$ cat config.mk
export PLATFORM = sky130hd
export DESIGN_NAME = dic_decoder_init_reset_config
export DESIGN_NICKNAME = d
export VERILOG_FILES = /design/src/shared/dic_pkg.sv /design/src/core/dic_decoder_init_reset_config.sv /design/src/core/dic_iq_swap.sv /design/src/core/dic_reset_pulse.sv
export SDC_FILE = /design/constraint.sdc
export NUM_CORES = 1
export LEC_CHECK = 0
export BUFFER_PORTS_ARGS = -buffer_cell sky130_fd_sc_hd__buf_2
export CORE_AREA = 5 5 160 147
export DETAILED_ROUTE_END_ITERATION = 16
export DIE_AREA = 0 0 165 152
export PLACE_DENSITY = 0.59
export SYNTH_ARGS = -nofsm -noshare
export SYNTH_HDL_FRONTEND = slang
export SYNTH_SLANG_ARGS = --single-unit
export TNS_END_PERCENT = 1
$ cat constraint.sdc
create_clock -name i_clk_sys -period 3.8 [get_ports i_clk_sys]
set_input_delay 0.95 -clock i_clk_sys [delete_from_list [all_inputs] [get_ports i_clk_sys]]
set_output_delay 0.95 -clock i_clk_sys [all_outputs]
set_load 0.1 [all_outputs]
$ cat src/shared/dic_pkg.sv
package dic_pkg;

  ////////////////////////////////////////////////////////////////////////////
  // register offsets (7-bit register address)
  localparam logic [6:0] ADDR_RESET = 7'h15;
  localparam logic [6:0] ADDR_SYM_HI = 7'h17;
  localparam logic [6:0] ADDR_SYM_LO = 7'h18;
  localparam logic [6:0] ADDR_CODE_RATE = 7'h19;
  localparam logic [6:0] ADDR_DEMOD_CTRL = 7'h1a;
  localparam logic [6:0] ADDR_GO = 7'h1b;
  localparam logic [6:0] ADDR_SYSCLK = 7'h22;
  localparam logic [6:0] ADDR_CONFIG = 7'h7f;

  // values after reset, and the value read at unmapped addresses
  localparam logic [7:0] CONFIG_DEF = 8'h08;
  localparam logic [7:0] PARAM_DEF = 8'h00;
  localparam logic [7:0] UNMAPPED_READ = 8'h00;

  ////////////////////////////////////////////////////////////////////////////
  // field positions
  localparam int CFG_ENABLE = 7;
  localparam int CFG_MODE_HI = 6;
  localparam int CFG_MODE_LO = 5;
  localparam int CFG_BPSK = 4;
  localparam int CFG_PLL_HI = 3;
  localparam int CFG_PLL_LO = 2;
  localparam int CFG_CRYSTAL = 1;
  localparam int CFG_CONVERTER = 0;
  localparam int IQ_SWAP_BIT = 6;
  localparam int CODE_MASK_HI = 5;
  localparam int RADD_IAI = 7;
  localparam int RST_FULL_DEVICE = 7;
  localparam int RST_PART_DEVICE = 6;
  localparam int RST_FULL_DEMOD = 5;
  localparam int RST_FULL_DECODER = 3;

  // broadcast modes and fixed code-rate masks
  localparam logic [1:0] MODE_STANDARD = 2'h0;
  localparam logic [1:0] MODE_ALT_2_3 = 2'h1;
  localparam logic [1:0] MODE_ALT_6_7 = 2'h2;
  localparam logic [1:0] MODE_ALT_SEARCH = 2'h3;
  localparam logic [5:0] CR_MASK_2_3 = 6'h02;
  localparam logic [5:0] CR_MASK_6_7 = 6'h10;
  localparam logic [5:0] CR_MASK_ALT_SEARCH = 6'h12;

  // clock multiplier codes and crystal frequency x2 in MHz
  localparam logic [3:0] PLL_MULT_0 = 4'h3;
  localparam logic [3:0] PLL_MULT_1 = 4'h4;
  localparam logic [3:0] PLL_MULT_2 = 4'h6;
  localparam logic [3:0] PLL_MULT_3 = 4'h9;
  localparam logic [8:0] XTAL10_MHZ_X2 = 9'h014;
  localparam logic [8:0] XTAL15_MHZ_X2 = 9'h01e;

  ////////////////////////////////////////////////////////////////////////////
  // timing: reset pulse is three crystal periods, rounded up to i_clk_sys
  localparam int CLK_PERIOD_PS = 25000;
  localparam int XTAL10_PERIOD_PS = 100000;
  localparam int XTAL15_PERIOD_PS = 66667;
  localparam int PULSE_XTAL_PERIODS = 3;
  localparam int PULSE10_CYC = (PULSE_XTAL_PERIODS * XTAL10_PERIOD_PS + CLK_PERIOD_PS - 1) / CLK_PERIOD_PS;
  localparam int PULSE15_CYC = (PULSE_XTAL_PERIODS * XTAL15_PERIOD_PS + CLK_PERIOD_PS - 1) / CLK_PERIOD_PS;
  localparam int PULSE_CNT_W = 4;
  localparam logic [3:0] BYTE_BITS = 4'h8;
  localparam logic [3:0] LAST_TX_BIT = 4'h7;

  ////////////////////////////////////////////////////////////////////////////
  typedef enum logic [8:0] {
    B_IDLE = 9'h001, B_ADDR = 9'h002, B_AACK = 9'h004, B_RADD = 9'h008, B_RACK = 9'h010,
    B_WDATA = 9'h020, B_WACK = 9'h040, B_RDATA = 9'h080, B_RDACK = 9'h100
  } dic_bus_e;

  typedef enum logic [2:0] {
    S_POWER_SAVE = 3'h1, S_IDLE = 3'h2, S_ACQUIRE = 3'h4
  } dic_run_e;

endpackage : dic_pkg

$ cat src/core/dic_decoder_init_reset_config.sv
`timescale 1ns/100ps
// Contract
// - power save after hardware reset until enabled.
// - several code-rate bits make a search among them.
// - go write of 1 starts acquisition.
// - front-end swap bit exchanges I and Q before demodulation.
// - code-rate swap bit exchanges I and Q after demodulation.
// - each reset bit pulses its own full or partial reset.
// - each pulse lasts three crystal periods.
// - reset register clears itself after its pulse.
// - full resets restore defaults; partial resets keep contents.
// - only hardware reset defaults the configuration register.
// - enable bit runs device; clear returns to power save.
// - mode bits: standard, alternate 2/3, 6/7, search.
// - alternate search fixes symbol rate, ignores code-rate settings.
// - multiplier code gives 3, 4, 6 or 9.
// - crystal bit high 15 MHz, low 10 MHz.
// - nonzero system-clock register overrides derived clock.
module dic_decoder_init_reset_config
  import dic_pkg::*;
#(
  parameter logic [6:0] DEV_ADDR = 7'h0e, // arbitrary bus address
  parameter int SAMPLE_W = 6,
  parameter logic [15:0] SYMBOL_RATE_SETTING_FIXED = 16'h0000
) (
  input wire logic i_clk_sys,
  input wire logic i_rst,
  input wire logic i_scl,
  input wire logic i_sda,
  output logic o_sda_out,
  output logic o_sda_oe_n,
  input wire logic [SAMPLE_W-1:0] i_adc_i,
  input wire logic [SAMPLE_W-1:0] i_adc_q,
  input wire logic [SAMPLE_W-1:0] i_dem_i,
  input wire logic [SAMPLE_W-1:0] i_dem_q,
  output logic [SAMPLE_W-1:0] o_fe_i,
  output logic [SAMPLE_W-1:0] o_fe_q,
  output logic [SAMPLE_W-1:0] o_post_i,
  output logic [SAMPLE_W-1:0] o_post_q,
  output logic o_full_device_reset,
  output logic o_partial_device_reset,
  output logic o_full_demod_reset,
  output logic o_partial_demod_reset,
  output logic o_full_decoder_reset,
  output logic o_partial_decoder_reset,
  output logic o_partial_byte_align_reset,
  output logic o_partial_descrambler_reset,
  output logic o_power_save,
  output logic o_acquire_run,
  output logic [1:0] o_broadcast_mode,
  output logic o_bpsk_sel,
  output logic [3:0] o_pll_multiplier,
  output logic o_crystal_select,
  output logic o_converter_source_sel,
  output logic [8:0] o_system_clock_x2,
  output logic [15:0] o_symbol_rate,
  output logic o_symbol_rate_fixed,
  output logic [5:0] o_code_rate_mask,
  output logic o_code_rate_search
);

  if (SAMPLE_W < 1) begin : g_chk
    $error("dic_decoder_init_reset_config: SAMPLE_W must be at least 1");
  end

  ////////////////////////////////////////////////////////////////////////////
  // pin synchronisers; the first stage feeds only the second
  logic scl_meta_reg, scl_sync_reg, scl_prev_reg;
  logic sda_meta_reg, sda_sync_reg, sda_prev_reg;
  logic scl_rise, scl_fall, start_det, stop_det;

  always_ff @(posedge i_clk_sys) begin
    if (i_rst) begin
      scl_meta_reg <= 1'b1;
      scl_sync_reg <= 1'b1;
      scl_prev_reg <= 1'b1;
      sda_meta_reg <= 1'b1;
      sda_sync_reg <= 1'b1;
      sda_prev_reg <= 1'b1;
    end else begin
      scl_meta_reg <= i_scl;
      scl_sync_reg <= scl_meta_reg;
      scl_prev_reg <= scl_sync_reg;
      sda_meta_reg <= i_sda;
      sda_sync_reg <= sda_meta_reg;
      sda_prev_reg <= sda_sync_reg;
    end
  end

  assign scl_rise = scl_sync_reg && !scl_prev_reg;
  assign scl_fall = !scl_sync_reg && scl_prev_reg;
  assign start_det = scl_sync_reg && scl_prev_reg && sda_prev_reg && !sda_sync_reg;
  assign stop_det = scl_sync_reg && scl_prev_reg && !sda_prev_reg && sda_sync_reg;

  ////////////////////////////////////////////////////////////////////////////
  // two-wire slave: address byte, register address byte, then data bytes
  dic_bus_e bus_reg, bus_next;
  logic [3:0] cnt_reg, cnt_next;
  logic [7:0] sh_reg, sh_next;
  logic [6:0] radd_reg, radd_next;
  logic iai_reg, iai_next;
  logic rw_reg, rw_next;
  logic oe_n_reg, oe_n_next;
  logic wr_en;
  logic [7:0] rd_data;

  logic [7:0] cfg_reg, cfg_next;
  logic [7:0] rst_reg, rst_next;
  logic [7:0] sym_hi_reg, sym_hi_next;
  logic [7:0] sym_lo_reg, sym_lo_next;
  logic [7:0] code_reg, code_next;
  logic [7:0] demod_reg, demod_next;
  logic [7:0] sysclk_reg, sysclk_next;
  logic go_reg, go_next;

  always_comb begin
    bus_next = bus_reg;
    cnt_next = cnt_reg;
    sh_next = sh_reg;
    radd_next = radd_reg;
    iai_next = iai_reg;
    rw_next = rw_reg;
    oe_n_next = oe_n_reg;
    wr_en = 1'b0;
    if (start_det) begin
      bus_next = B_ADDR;
      cnt_next = 4'h0;
      oe_n_next = 1'b1;
    end else if (stop_det) begin
      bus_next = B_IDLE;
      oe_n_next = 1'b1;
    end else if (scl_rise) begin
      case (bus_reg)
        B_ADDR, B_RADD, B_WDATA: begin
          sh_next = {sh_reg[6:0], sda_sync_reg};
          cnt_next = cnt_reg + 4'h1;
        end
        B_RDACK: begin
          // master not-acknowledge ends the read burst
          if (sda_sync_reg) begin
            bus_next = B_IDLE;
          end
        end
        default: begin
        end
      endcase
    end else if (scl_fall) begin
      case (bus_reg)
        B_ADDR: begin
          if (cnt_reg == BYTE_BITS) begin
            if (sh_reg[7:1] == DEV_ADDR) begin
              bus_next = B_AACK;
              rw_next = sh_reg[0];
              oe_n_next = 1'b0;
            end else begin
              bus_next = B_IDLE;
            end
          end
        end
        B_AACK: begin
          cnt_next = 4'h0;
          if (rw_reg) begin
            bus_next = B_RDATA;
            sh_next = rd_data;
            oe_n_next = rd_data[7];
          end else begin
            bus_next = B_RADD;
            oe_n_next = 1'b1;
          end
        end
        B_RADD: begin
          if (cnt_reg == BYTE_BITS) begin
            radd_next = sh_reg[6:0];
            iai_next = sh_reg[RADD_IAI];
            bus_next = B_RACK;
            oe_n_next = 1'b0;
          end
        end
        B_RACK: begin
          bus_next = B_WDATA;
          cnt_next = 4'h0;
          oe_n_next = 1'b1;
        end
        B_WDATA: begin
          if (cnt_reg == BYTE_BITS) begin
            wr_en = 1'b1;
            bus_next = B_WACK;
            oe_n_next = 1'b0;
          end
        end
        B_WACK: begin
          bus_next = B_WDATA;
          cnt_next = 4'h0;
          oe_n_next = 1'b1;
          if (!iai_reg) begin
            radd_next = radd_reg + 7'h01;
          end
        end
        B_RDATA: begin
          if (cnt_reg == LAST_TX_BIT) begin
            bus_next = B_RDACK;
            oe_n_next = 1'b1;
            if (!iai_reg) begin
              radd_next = radd_reg + 7'h01;
            end
          end else begin
            cnt_next = cnt_reg + 4'h1;
            sh_next = {sh_reg[6:0], 1'b0};
            oe_n_next = sh_reg[6];
          end
        end
        B_RDACK: begin
          bus_next = B_RDATA;
          cnt_next = 4'h0;
          sh_next = rd_data;
          oe_n_next = rd_data[7];
        end
        default: begin
          bus_next = B_IDLE;
        end
      endcase
    end
  end

  always_comb begin
    case (radd_reg)
      ADDR_RESET: rd_data = rst_reg;
      ADDR_SYM_HI: rd_data = sym_hi_reg;
      ADDR_SYM_LO: rd_data = sym_lo_reg;
      ADDR_CODE_RATE: rd_data = code_reg;
      ADDR_DEMOD_CTRL: rd_data = demod_reg;
      ADDR_GO: rd_data = {7'h00, go_reg};
      ADDR_SYSCLK: rd_data = sysclk_reg;
      ADDR_CONFIG: rd_data = cfg_reg;
      default: rd_data = UNMAPPED_READ;
    endcase
  end

  always_ff @(posedge i_clk_sys) begin
    if (i_rst) begin
      bus_reg <= B_IDLE;
      cnt_reg <= 4'h0;
      sh_reg <= 8'h00;
      radd_reg <= 7'h00;
      iai_reg <= 1'b0;
      rw_reg <= 1'b0;
      oe_n_reg <= 1'b1;
    end else begin
      bus_reg <= bus_next;
      cnt_reg <= cnt_next;
      sh_reg <= sh_next;
      radd_reg <= radd_next;
      iai_reg <= iai_next;
      rw_reg <= rw_next;
      oe_n_reg <= oe_n_next;
    end
  end

  ////////////////////////////////////////////////////////////////////////////
  // reset pulse generators, one per reset register bit
  logic [7:0] pulse_start, pulse_out, pulse_done;
  logic [PULSE_CNT_W-1:0] pulse_len;
  logic full_dev, full_demod, full_dec;

  assign pulse_start = (wr_en && radd_reg == ADDR_RESET) ? sh_reg : 8'h00;
  // pulse width follows the fitted crystal
  assign pulse_len = cfg_reg[CFG_CRYSTAL] ? PULSE_CNT_W'(PULSE15_CYC) : PULSE_CNT_W'(PULSE10_CYC);

  for (genvar g = 0; g < 8; g++) begin : g_pulse
    dic_reset_pulse #(.CNT_W(PULSE_CNT_W)) u_pulse (
      .i_clk_sys(i_clk_sys),
      .i_rst(i_rst),
      .i_start(pulse_start[g]),
      .i_len(pulse_len),
      .o_pulse(pulse_out[g]),
      .o_done(pulse_done[g])
    );
  end

  assign full_dev = pulse_out[RST_FULL_DEVICE];
  assign full_demod = pulse_out[RST_FULL_DEMOD];
  assign full_dec = pulse_out[RST_FULL_DECODER];

  ////////////////////////////////////////////////////////////////////////////
  // register file
  always_comb begin
    cfg_next = cfg_reg;
    // a fresh write beats the self-clear in the same cycle
    rst_next = rst_reg & ~pulse_done;
    sym_hi_next = sym_hi_reg;
    sym_lo_next = sym_lo_reg;
    code_next = code_reg;
    demod_next = demod_reg;
    sysclk_next = sysclk_reg;
    go_next = go_reg;
    if (wr_en) begin
      case (radd_reg)
        ADDR_CONFIG: cfg_next = sh_reg;
        ADDR_RESET: rst_next = rst_next | sh_reg;
        ADDR_SYM_HI: sym_hi_next = sh_reg;
        ADDR_SYM_LO: sym_lo_next = sh_reg;
        ADDR_CODE_RATE: code_next = sh_reg;
        ADDR_DEMOD_CTRL: demod_next = sh_reg;
        ADDR_SYSCLK: sysclk_next = sh_reg;
        ADDR_GO: go_next = sh_reg[0];
        default: begin
        end
      endcase
    end
    // full resets hold their registers at default; configuration untouched
    if (full_dev || full_demod) begin
      sym_hi_next = PARAM_DEF;
      sym_lo_next = PARAM_DEF;
      demod_next = PARAM_DEF;
      sysclk_next = PARAM_DEF;
    end
    if (full_dev || full_dec) begin
      code_next = PARAM_DEF;
    end
    if (full_dev) begin
      go_next = 1'b0;
    end
  end

  always_ff @(posedge i_clk_sys) begin
    if (i_rst) begin
      cfg_reg <= CONFIG_DEF;
      rst_reg <= PARAM_DEF;
      sym_hi_reg <= PARAM_DEF;
      sym_lo_reg <= PARAM_DEF;
      code_reg <= PARAM_DEF;
      demod_reg <= PARAM_DEF;
      sysclk_reg <= PARAM_DEF;
      go_reg <= 1'b0;
    end else begin
      cfg_reg <= cfg_next;
      rst_reg <= rst_next;
      sym_hi_reg <= sym_hi_next;
      sym_lo_reg <= sym_lo_next;
      code_reg <= code_next;
      demod_reg <= demod_next;
      sysclk_reg <= sysclk_next;
      go_reg <= go_next;
    end
  end

  ////////////////////////////////////////////////////////////////////////////
  // run control
  dic_run_e run_reg, run_next;
  logic go_write, dev_restart;

  assign go_write = wr_en && radd_reg == ADDR_GO && sh_reg[0];
  // full or partial device reset restarts the sequence; the partial one leaves register contents untouched
  assign dev_restart = full_dev || pulse_out[RST_PART_DEVICE];

  always_comb begin
    run_next = run_reg;
    case (run_reg)
      S_POWER_SAVE: begin
        if (cfg_reg[CFG_ENABLE]) begin
          run_next = S_IDLE;
        end
      end
      S_IDLE: begin
        if (!cfg_reg[CFG_ENABLE]) begin
          run_next = S_POWER_SAVE;
        end else if (go_write && !dev_restart) begin
          run_next = S_ACQUIRE;
        end
      end
      S_ACQUIRE: begin
        if (!cfg_reg[CFG_ENABLE]) begin
          run_next = S_POWER_SAVE;
        end else if (dev_restart) begin
          run_next = S_IDLE;
        end
      end
      default: run_next = S_POWER_SAVE;
    endcase
  end

  always_ff @(posedge i_clk_sys) begin
    if (i_rst) begin
      run_reg <= S_POWER_SAVE;
    end else begin
      run_reg <= run_next;
    end
  end

  ////////////////////////////////////////////////////////////////////////////
  // derived settings, registered straight onto the outputs
  logic [3:0] mult_next, mult_reg;
  logic [8:0] xtal_x2, clk_x2_next, clk_x2_reg;
  logic [15:0] sym_next, sym_reg;
  logic [5:0] mask_next, mask_reg;
  logic fixed_next, fixed_reg, search_next, search_reg;
  logic [1:0] mode;

  assign mode = cfg_reg[CFG_MODE_HI:CFG_MODE_LO];

  always_comb begin
    case (cfg_reg[CFG_PLL_HI:CFG_PLL_LO])
      2'h0: mult_next = PLL_MULT_0;
      2'h1: mult_next = PLL_MULT_1;
      2'h2: mult_next = PLL_MULT_2;
      default: mult_next = PLL_MULT_3;
    endcase
    xtal_x2 = cfg_reg[CFG_CRYSTAL] ? XTAL15_MHZ_X2 : XTAL10_MHZ_X2;
    // largest product is 270, so nine bits never overflow
    clk_x2_next = (sysclk_reg != PARAM_DEF) ? {1'b0, sysclk_reg} : xtal_x2 * {5'h00, mult_next};
    fixed_next = (mode == MODE_ALT_SEARCH);
    sym_next = fixed_next ? SYMBOL_RATE_SETTING_FIXED : {sym_hi_reg, sym_lo_reg};
    case (mode)
      MODE_STANDARD: mask_next = code_reg[CODE_MASK_HI:0];
      MODE_ALT_2_3: mask_next = CR_MASK_2_3;
      MODE_ALT_6_7: mask_next = CR_MASK_6_7;
      default: mask_next = CR_MASK_ALT_SEARCH;
    endcase
    search_next = fixed_next || ($countones(mask_next) > 1);
  end

  always_ff @(posedge i_clk_sys) begin
    if (i_rst) begin
      mult_reg <= PLL_MULT_0;
      clk_x2_reg <= 9'h000;
      sym_reg <= 16'h0000;
      mask_reg <= 6'h00;
      fixed_reg <= 1'b0;
      search_reg <= 1'b0;
    end else begin
      mult_reg <= mult_next;
      clk_x2_reg <= clk_x2_next;
      sym_reg <= sym_next;
      mask_reg <= mask_next;
      fixed_reg <= fixed_next;
      search_reg <= search_next;
    end
  end

  ////////////////////////////////////////////////////////////////////////////
  // I and Q exchange before and after demodulation
  dic_iq_swap #(.W(SAMPLE_W)) u_fe_swap (
    .i_clk_sys(i_clk_sys),
    .i_rst(i_rst),
    .i_swap(demod_reg[IQ_SWAP_BIT]),
    .i_i(i_adc_i),
    .i_q(i_adc_q),
    .o_i(o_fe_i),
    .o_q(o_fe_q)
  );

  dic_iq_swap #(.W(SAMPLE_W)) u_post_swap (
    .i_clk_sys(i_clk_sys),
    .i_rst(i_rst),
    .i_swap(code_reg[IQ_SWAP_BIT]),
    .i_i(i_dem_i),
    .i_q(i_dem_q),
    .o_i(o_post_i),
    .o_q(o_post_q)
  );

  ////////////////////////////////////////////////////////////////////////////
  logic sda_out_reg;

  always_ff @(posedge i_clk_sys) begin
    sda_out_reg <= 1'b0;
  end

  assign o_sda_out = sda_out_reg;
  assign o_sda_oe_n = oe_n_reg;
  assign {o_full_device_reset, o_partial_device_reset, o_full_demod_reset, o_partial_demod_reset} = pulse_out[7:4];
  assign {o_full_decoder_reset, o_partial_decoder_reset} = pulse_out[3:2];
  assign {o_partial_byte_align_reset, o_partial_descrambler_reset} = pulse_out[1:0];
  assign o_power_save = run_reg[0];
  assign o_acquire_run = run_reg[2];
  assign o_broadcast_mode = mode;
  assign o_bpsk_sel = cfg_reg[CFG_BPSK];
  assign o_crystal_select = cfg_reg[CFG_CRYSTAL];
  assign o_converter_source_sel = cfg_reg[CFG_CONVERTER];
  assign o_pll_multiplier = mult_reg;
  assign o_system_clock_x2 = clk_x2_reg;
  assign o_symbol_rate = sym_reg;
  assign o_symbol_rate_fixed = fixed_reg;
  assign o_code_rate_mask = mask_reg;
  assign o_code_rate_search = search_reg;

endmodule : dic_decoder_init_reset_config

$ cat src/core/dic_iq_swap.sv
`timescale 1ns/100ps
module dic_iq_swap #(
  parameter int W = 6
) (
  input wire logic i_clk_sys,
  input wire logic i_rst,
  input wire logic i_swap,
  input wire logic [W-1:0] i_i,
  input wire logic [W-1:0] i_q,
  output logic [W-1:0] o_i,
  output logic [W-1:0] o_q
);

  logic [W-1:0] i_reg, i_next;
  logic [W-1:0] q_reg, q_next;

  if (W < 1) begin : g_chk
    $error("dic_iq_swap: W must be at least 1");
  end

  always_comb begin
    i_next = i_swap ? i_q : i_i;
    q_next = i_swap ? i_i : i_q;
  end

  always_ff @(posedge i_clk_sys) begin
    if (i_rst) begin
      i_reg <= '0;
      q_reg <= '0;
    end else begin
      i_reg <= i_next;
      q_reg <= q_next;
    end
  end

  assign o_i = i_reg;
  assign o_q = q_reg;

endmodule : dic_iq_swap

$ cat src/core/dic_reset_pulse.sv
`timescale 1ns/100ps
module dic_reset_pulse #(
  parameter int CNT_W = 4
) (
  input wire logic i_clk_sys,
  input wire logic i_rst,
  input wire logic i_start,
  input wire logic [CNT_W-1:0] i_len,
  output logic o_pulse,
  output logic o_done
);

  logic [CNT_W-1:0] cnt_reg, cnt_next;
  logic pulse_reg, pulse_next;
  logic done_reg, done_next;

  if (CNT_W < 1) begin : g_chk
    $error("dic_reset_pulse: CNT_W must be at least 1");
  end

  // a new start restarts the count, so back-to-back writes stretch the pulse
  always_comb begin
    cnt_next = cnt_reg;
    pulse_next = pulse_reg;
    done_next = 1'b0;
    if (i_start) begin
      pulse_next = 1'b1;
      cnt_next = i_len - {{(CNT_W-1){1'b0}}, 1'b1};
    end else if (pulse_reg) begin
      if (cnt_reg == '0) begin
        pulse_next = 1'b0;
        done_next = 1'b1;
      end else begin
        cnt_next = cnt_reg - {{(CNT_W-1){1'b0}}, 1'b1};
      end
    end
  end

  always_ff @(posedge i_clk_sys) begin
    if (i_rst) begin
      cnt_reg <= '0;
      pulse_reg <= 1'b0;
      done_reg <= 1'b0;
    end else begin
      cnt_reg <= cnt_next;
      pulse_reg <= pulse_next;
      done_reg <= done_next;
    end
  end

  assign o_pulse = pulse_reg;
  assign o_done = done_reg;

endmodule : dic_reset_pulse

==> summary.txt <==
Synthesis
  • Yosys reg bits: 206
  • Top-area cell type share of the netlist area: 43.2%
  • Synthesized Nets: 1168
  • Synthesized area: 0.00954 mm^2
  • Synth unique cells: 73
  • Mapped Avg Cell Area: 8.64 um^2
  • Register area share after synthesis: 43.2%
  • Ys flop type: dfxtp_1
  • Synth Warn #: 0
  • Largest area contributor in the netlist: dfxtp_1
  • Synth Instances: 1104
  • Ys async rst share: 0%
  • Largest cells by area after synthesis: dfxtp_1 43%, a21oi_1 5.9%, nand2_1 4.6%, mux2i_1 4.5%, ha_1 4.1%
  • EDFF count, synth: 0

Power and ir drop
  • Clock power frac: 48.9%
  • Total power: 4.80 mW
  • Leak: 4.24 nW
  • Comb pwr share: 5.5%
  • Switching Fraction: 23.0%
  • Power per cell area: 434 mW/mm^2
  • Internal: 3.70 mW
  • Switching pwr: 1.10 mW
  • Sequential Power Share: 45.6%
  • Worst VDD drop: 0.284 mV

Drt
  • Drt initial violations: 704
  • Highest routed layer: met4
  • Routed length on met1: 11200 um
  • DRC: 0
  • Met3 Wirelength: 1580 um
  • Via count: 8083
  • Routed wire length: 24300 um
  • Remaining antenna violation count: 0
  • Vias/cell: 5.41
  • Wire per inst: 16.3 um
  • First-pass DRT Iterations: 6
  • Met2 wire length: 11100 um

Flow run
  • Max Cap Violations: 0

STA
  • Worst Slack Setup Final: 0.375 ns
  • Fmax achieved: 292 MHz
  • Fin crit share: 90.1%
  • Measured slew at the worst slew-check pin: 1.00 ns
  • Post-Route Setup TNS: 0 ns
  • Hold_ws: 0.406 ns
  • # setup viols final: 0
  • Clock Skew: 0.0140 ns
  • Final worst path period need: 3.42 ns
  • RSZ-0062 raised after global routing: no
  • Final hold violations: 0
  • Max-slew headroom: 33.3%
  • Slew Limit Fails: 0

Min path
  • WHS Endpoint: scl_sync_reg$_SDFF_PP1_
  • Hold path depth: 1
  • HP Start: scl_meta_reg$_SDFF_PP1_
  • Hold Path Class: reg -> reg

Place
  • Buffers added on ports: 104
  • Post-placement cell count: 1452
  • Dpl cell area: 0.0103 mm^2
  • GPL Wtd Cong: 0.830
  • Dpl hpwl: 16900 um
  • Pre-CTS setup slack: 0.382 ns

Critical path
  • Minimum setup slack among reg-to-reg paths: 0.38 ns
  • Setup crit end kind: flop
  • Worst Reg-to-Reg Cells: 15
  • Setup crit start kind: flop
  • Worst R2R Start: cfg_reg[2]$_SDFFE_PP0P_
  • Worst r2r dst: o_system_clock_x2[8]$_SDFF_PP0_
  • Critical path arrival: 3.88 ns
  • Critical path class: reg -> reg
  • Worst Path Max Fanout: 7
  • Critical Path RT: 4.26 ns

Clock tree
  • Clock Sinks: 206
  • Clock root cell: clkbuf_16
  • CTS tree: built
  • Max Root-Sink Buffers: 3
  • CTS Buf Count: 24
  • Worst skew pair latency: 0.51 ns
  • Post-cts gate resize count: 0
  • Clk slew on worst S/H paths: 0.06 ns
  • Hold Buf Count CTS: 0
  • Clock H-tree levels: 1
  • Post-CTS Setup Inserts: 0

Finish
  • Finished Layout Cells: 1494
  • Most common cell after layout, fill and taps aside: dfxtp_1
  • Diode count: 0
  • Core Util, Final: 50.6%
  • Most frequent cells in the layout: 206 x dfxtp_1, 118 x nand2_1, 112 x a21oi_1
  • Fin area: 0.0111 mm^2
  • Share of layout cells above drive strength 1: 15.7%
  • Max reg flops: 32
  • Fin nets: 1245
  • Area growth from synthesis to layout: 16.0%

Global route
  • GR Util All Layers: 19.0%
  • Initial antenna violation count: 0
  • First-pass GRT wire length: 39500 um
  • Grt ovf: 0
  • Largest net degree at the start of global routing: 63
  • Vias in the first global route: 7489

Floorplan
  • Chip Height: 152 um
  • Number of placement rows: 52
  • Io pins: 106
  • Die width: 165 um
  • Initial Utilization: 43.6%
  • DIE AREA: 0.0251 mm^2
  • Core footprint: 0.0219 mm^2

Run status
  • Outcome: finished clean
## Yosys cell counts (all sizes together), types with 17 or more instances
master / count
xnor2: 17
nor2: 93
nor3: 28
nand3: 62
mux2i: 43
nand2: 118
and2: 28
clkbuf: 49
nand2b: 28
dfxtp: 206
buf: 23
inv: 38
a21oi: 113
ha: 31
o21ai: 33
## cells by family (layout without fill, tap and decap cells)
| kind of cell | Yosys count | count (layout) | share of synthesized area [%] |
|---|---|---|---|
| simple gates | 441 | 441 | 23.5 |
| compound gates | 235 | 235 | 15.7 |
| flops | 206 | 206 | 43.2 |
| buf+inv | 111 | 204 | 5.04 |
| mux | 43 | 43 | 4.51 |
| fa+ha+maj | 36 | 36 | 5.12 |
| xor+xnor | 31 | 31 | 2.85 |
| other cells | 1 | 1 | 0.0393 |
## critical path, cell delays in order (launching register included)
cell and delay (ns):
dfxtp_1 0.39, inv_1 0.10, ha_1 0.42, inv_1 0.14, o21ai_0 0.26, ha_1 0.28, inv_1 0.08, fa_1 0.42
inv_1 0.11, ha_1 0.23, a21o_1 0.15, a21oi_1 0.23, o21bai_1 0.10, a21oi_1 0.17, xor2_1 0.14, and3_1 0.15
## power by group through the flow
stage	clock (mW)	combinational [mW]	sequential, mW
2_1_floorplan	0	0.0813	2.36
4_1_cts	2.41	0.264	2.19
6_report	2.35	0.262	2.19
3_3_place_gp	0	0.263	2.24
5_1_grt	2.49	0.278	2.19
3_5_place_dp	0	0.263	2.24
## worst max path at each step
stage	slack (ns)	end	start
3_3_place_gp	0.47	o_system_clock_x2[8]$_SDFF_PP0_	cfg_reg[3]$_SDFFE_PP1P_
3_5_place_dp	0.38	o_system_clock_x2[8]$_SDFF_PP0_	cfg_reg[2]$_SDFFE_PP0P_
5_1_grt	0.1	o_system_clock_x2[8]$_SDFF_PP0_	cfg_reg[3]$_SDFFE_PP1P_
6_report	0.38	o_system_clock_x2[8]$_SDFF_PP0_	cfg_reg[2]$_SDFFE_PP0P_
2_1_floorplan	0.29	o_system_clock_x2[8]$_SDFF_PP0_	cfg_reg[1]$_SDFFE_PP0P_
4_1_cts	0.38	o_system_clock_x2[8]$_SDFF_PP0_	cfg_reg[2]$_SDFFE_PP0P_
## cell type report
cell class / count / area [um^2]
Timing Repair Buffer: 123 / 666
Inverter: 39 / 146
Sequential cell: 206 / 4120
Clock buffer: 34 / 689
Tap cell: 297 / 372
Clock inverter: 8 / 124
Fill cell: 2077 / 10800
Multi-Input combinational cell: 787 / 4940
## routing by layer
| layer | global-route usage, % | vias up |
|---|---|---|
| met5 | 0 | - |
| met4 | 4.04 | 0 |
| met1 | 27.1 | 3809 |
| li1 | - | 4006 |
| met3 | 3.01 | 30 |
| met2 | 30.3 | 238 |
No activity file was read; power rests on OpenSTA's default activity.
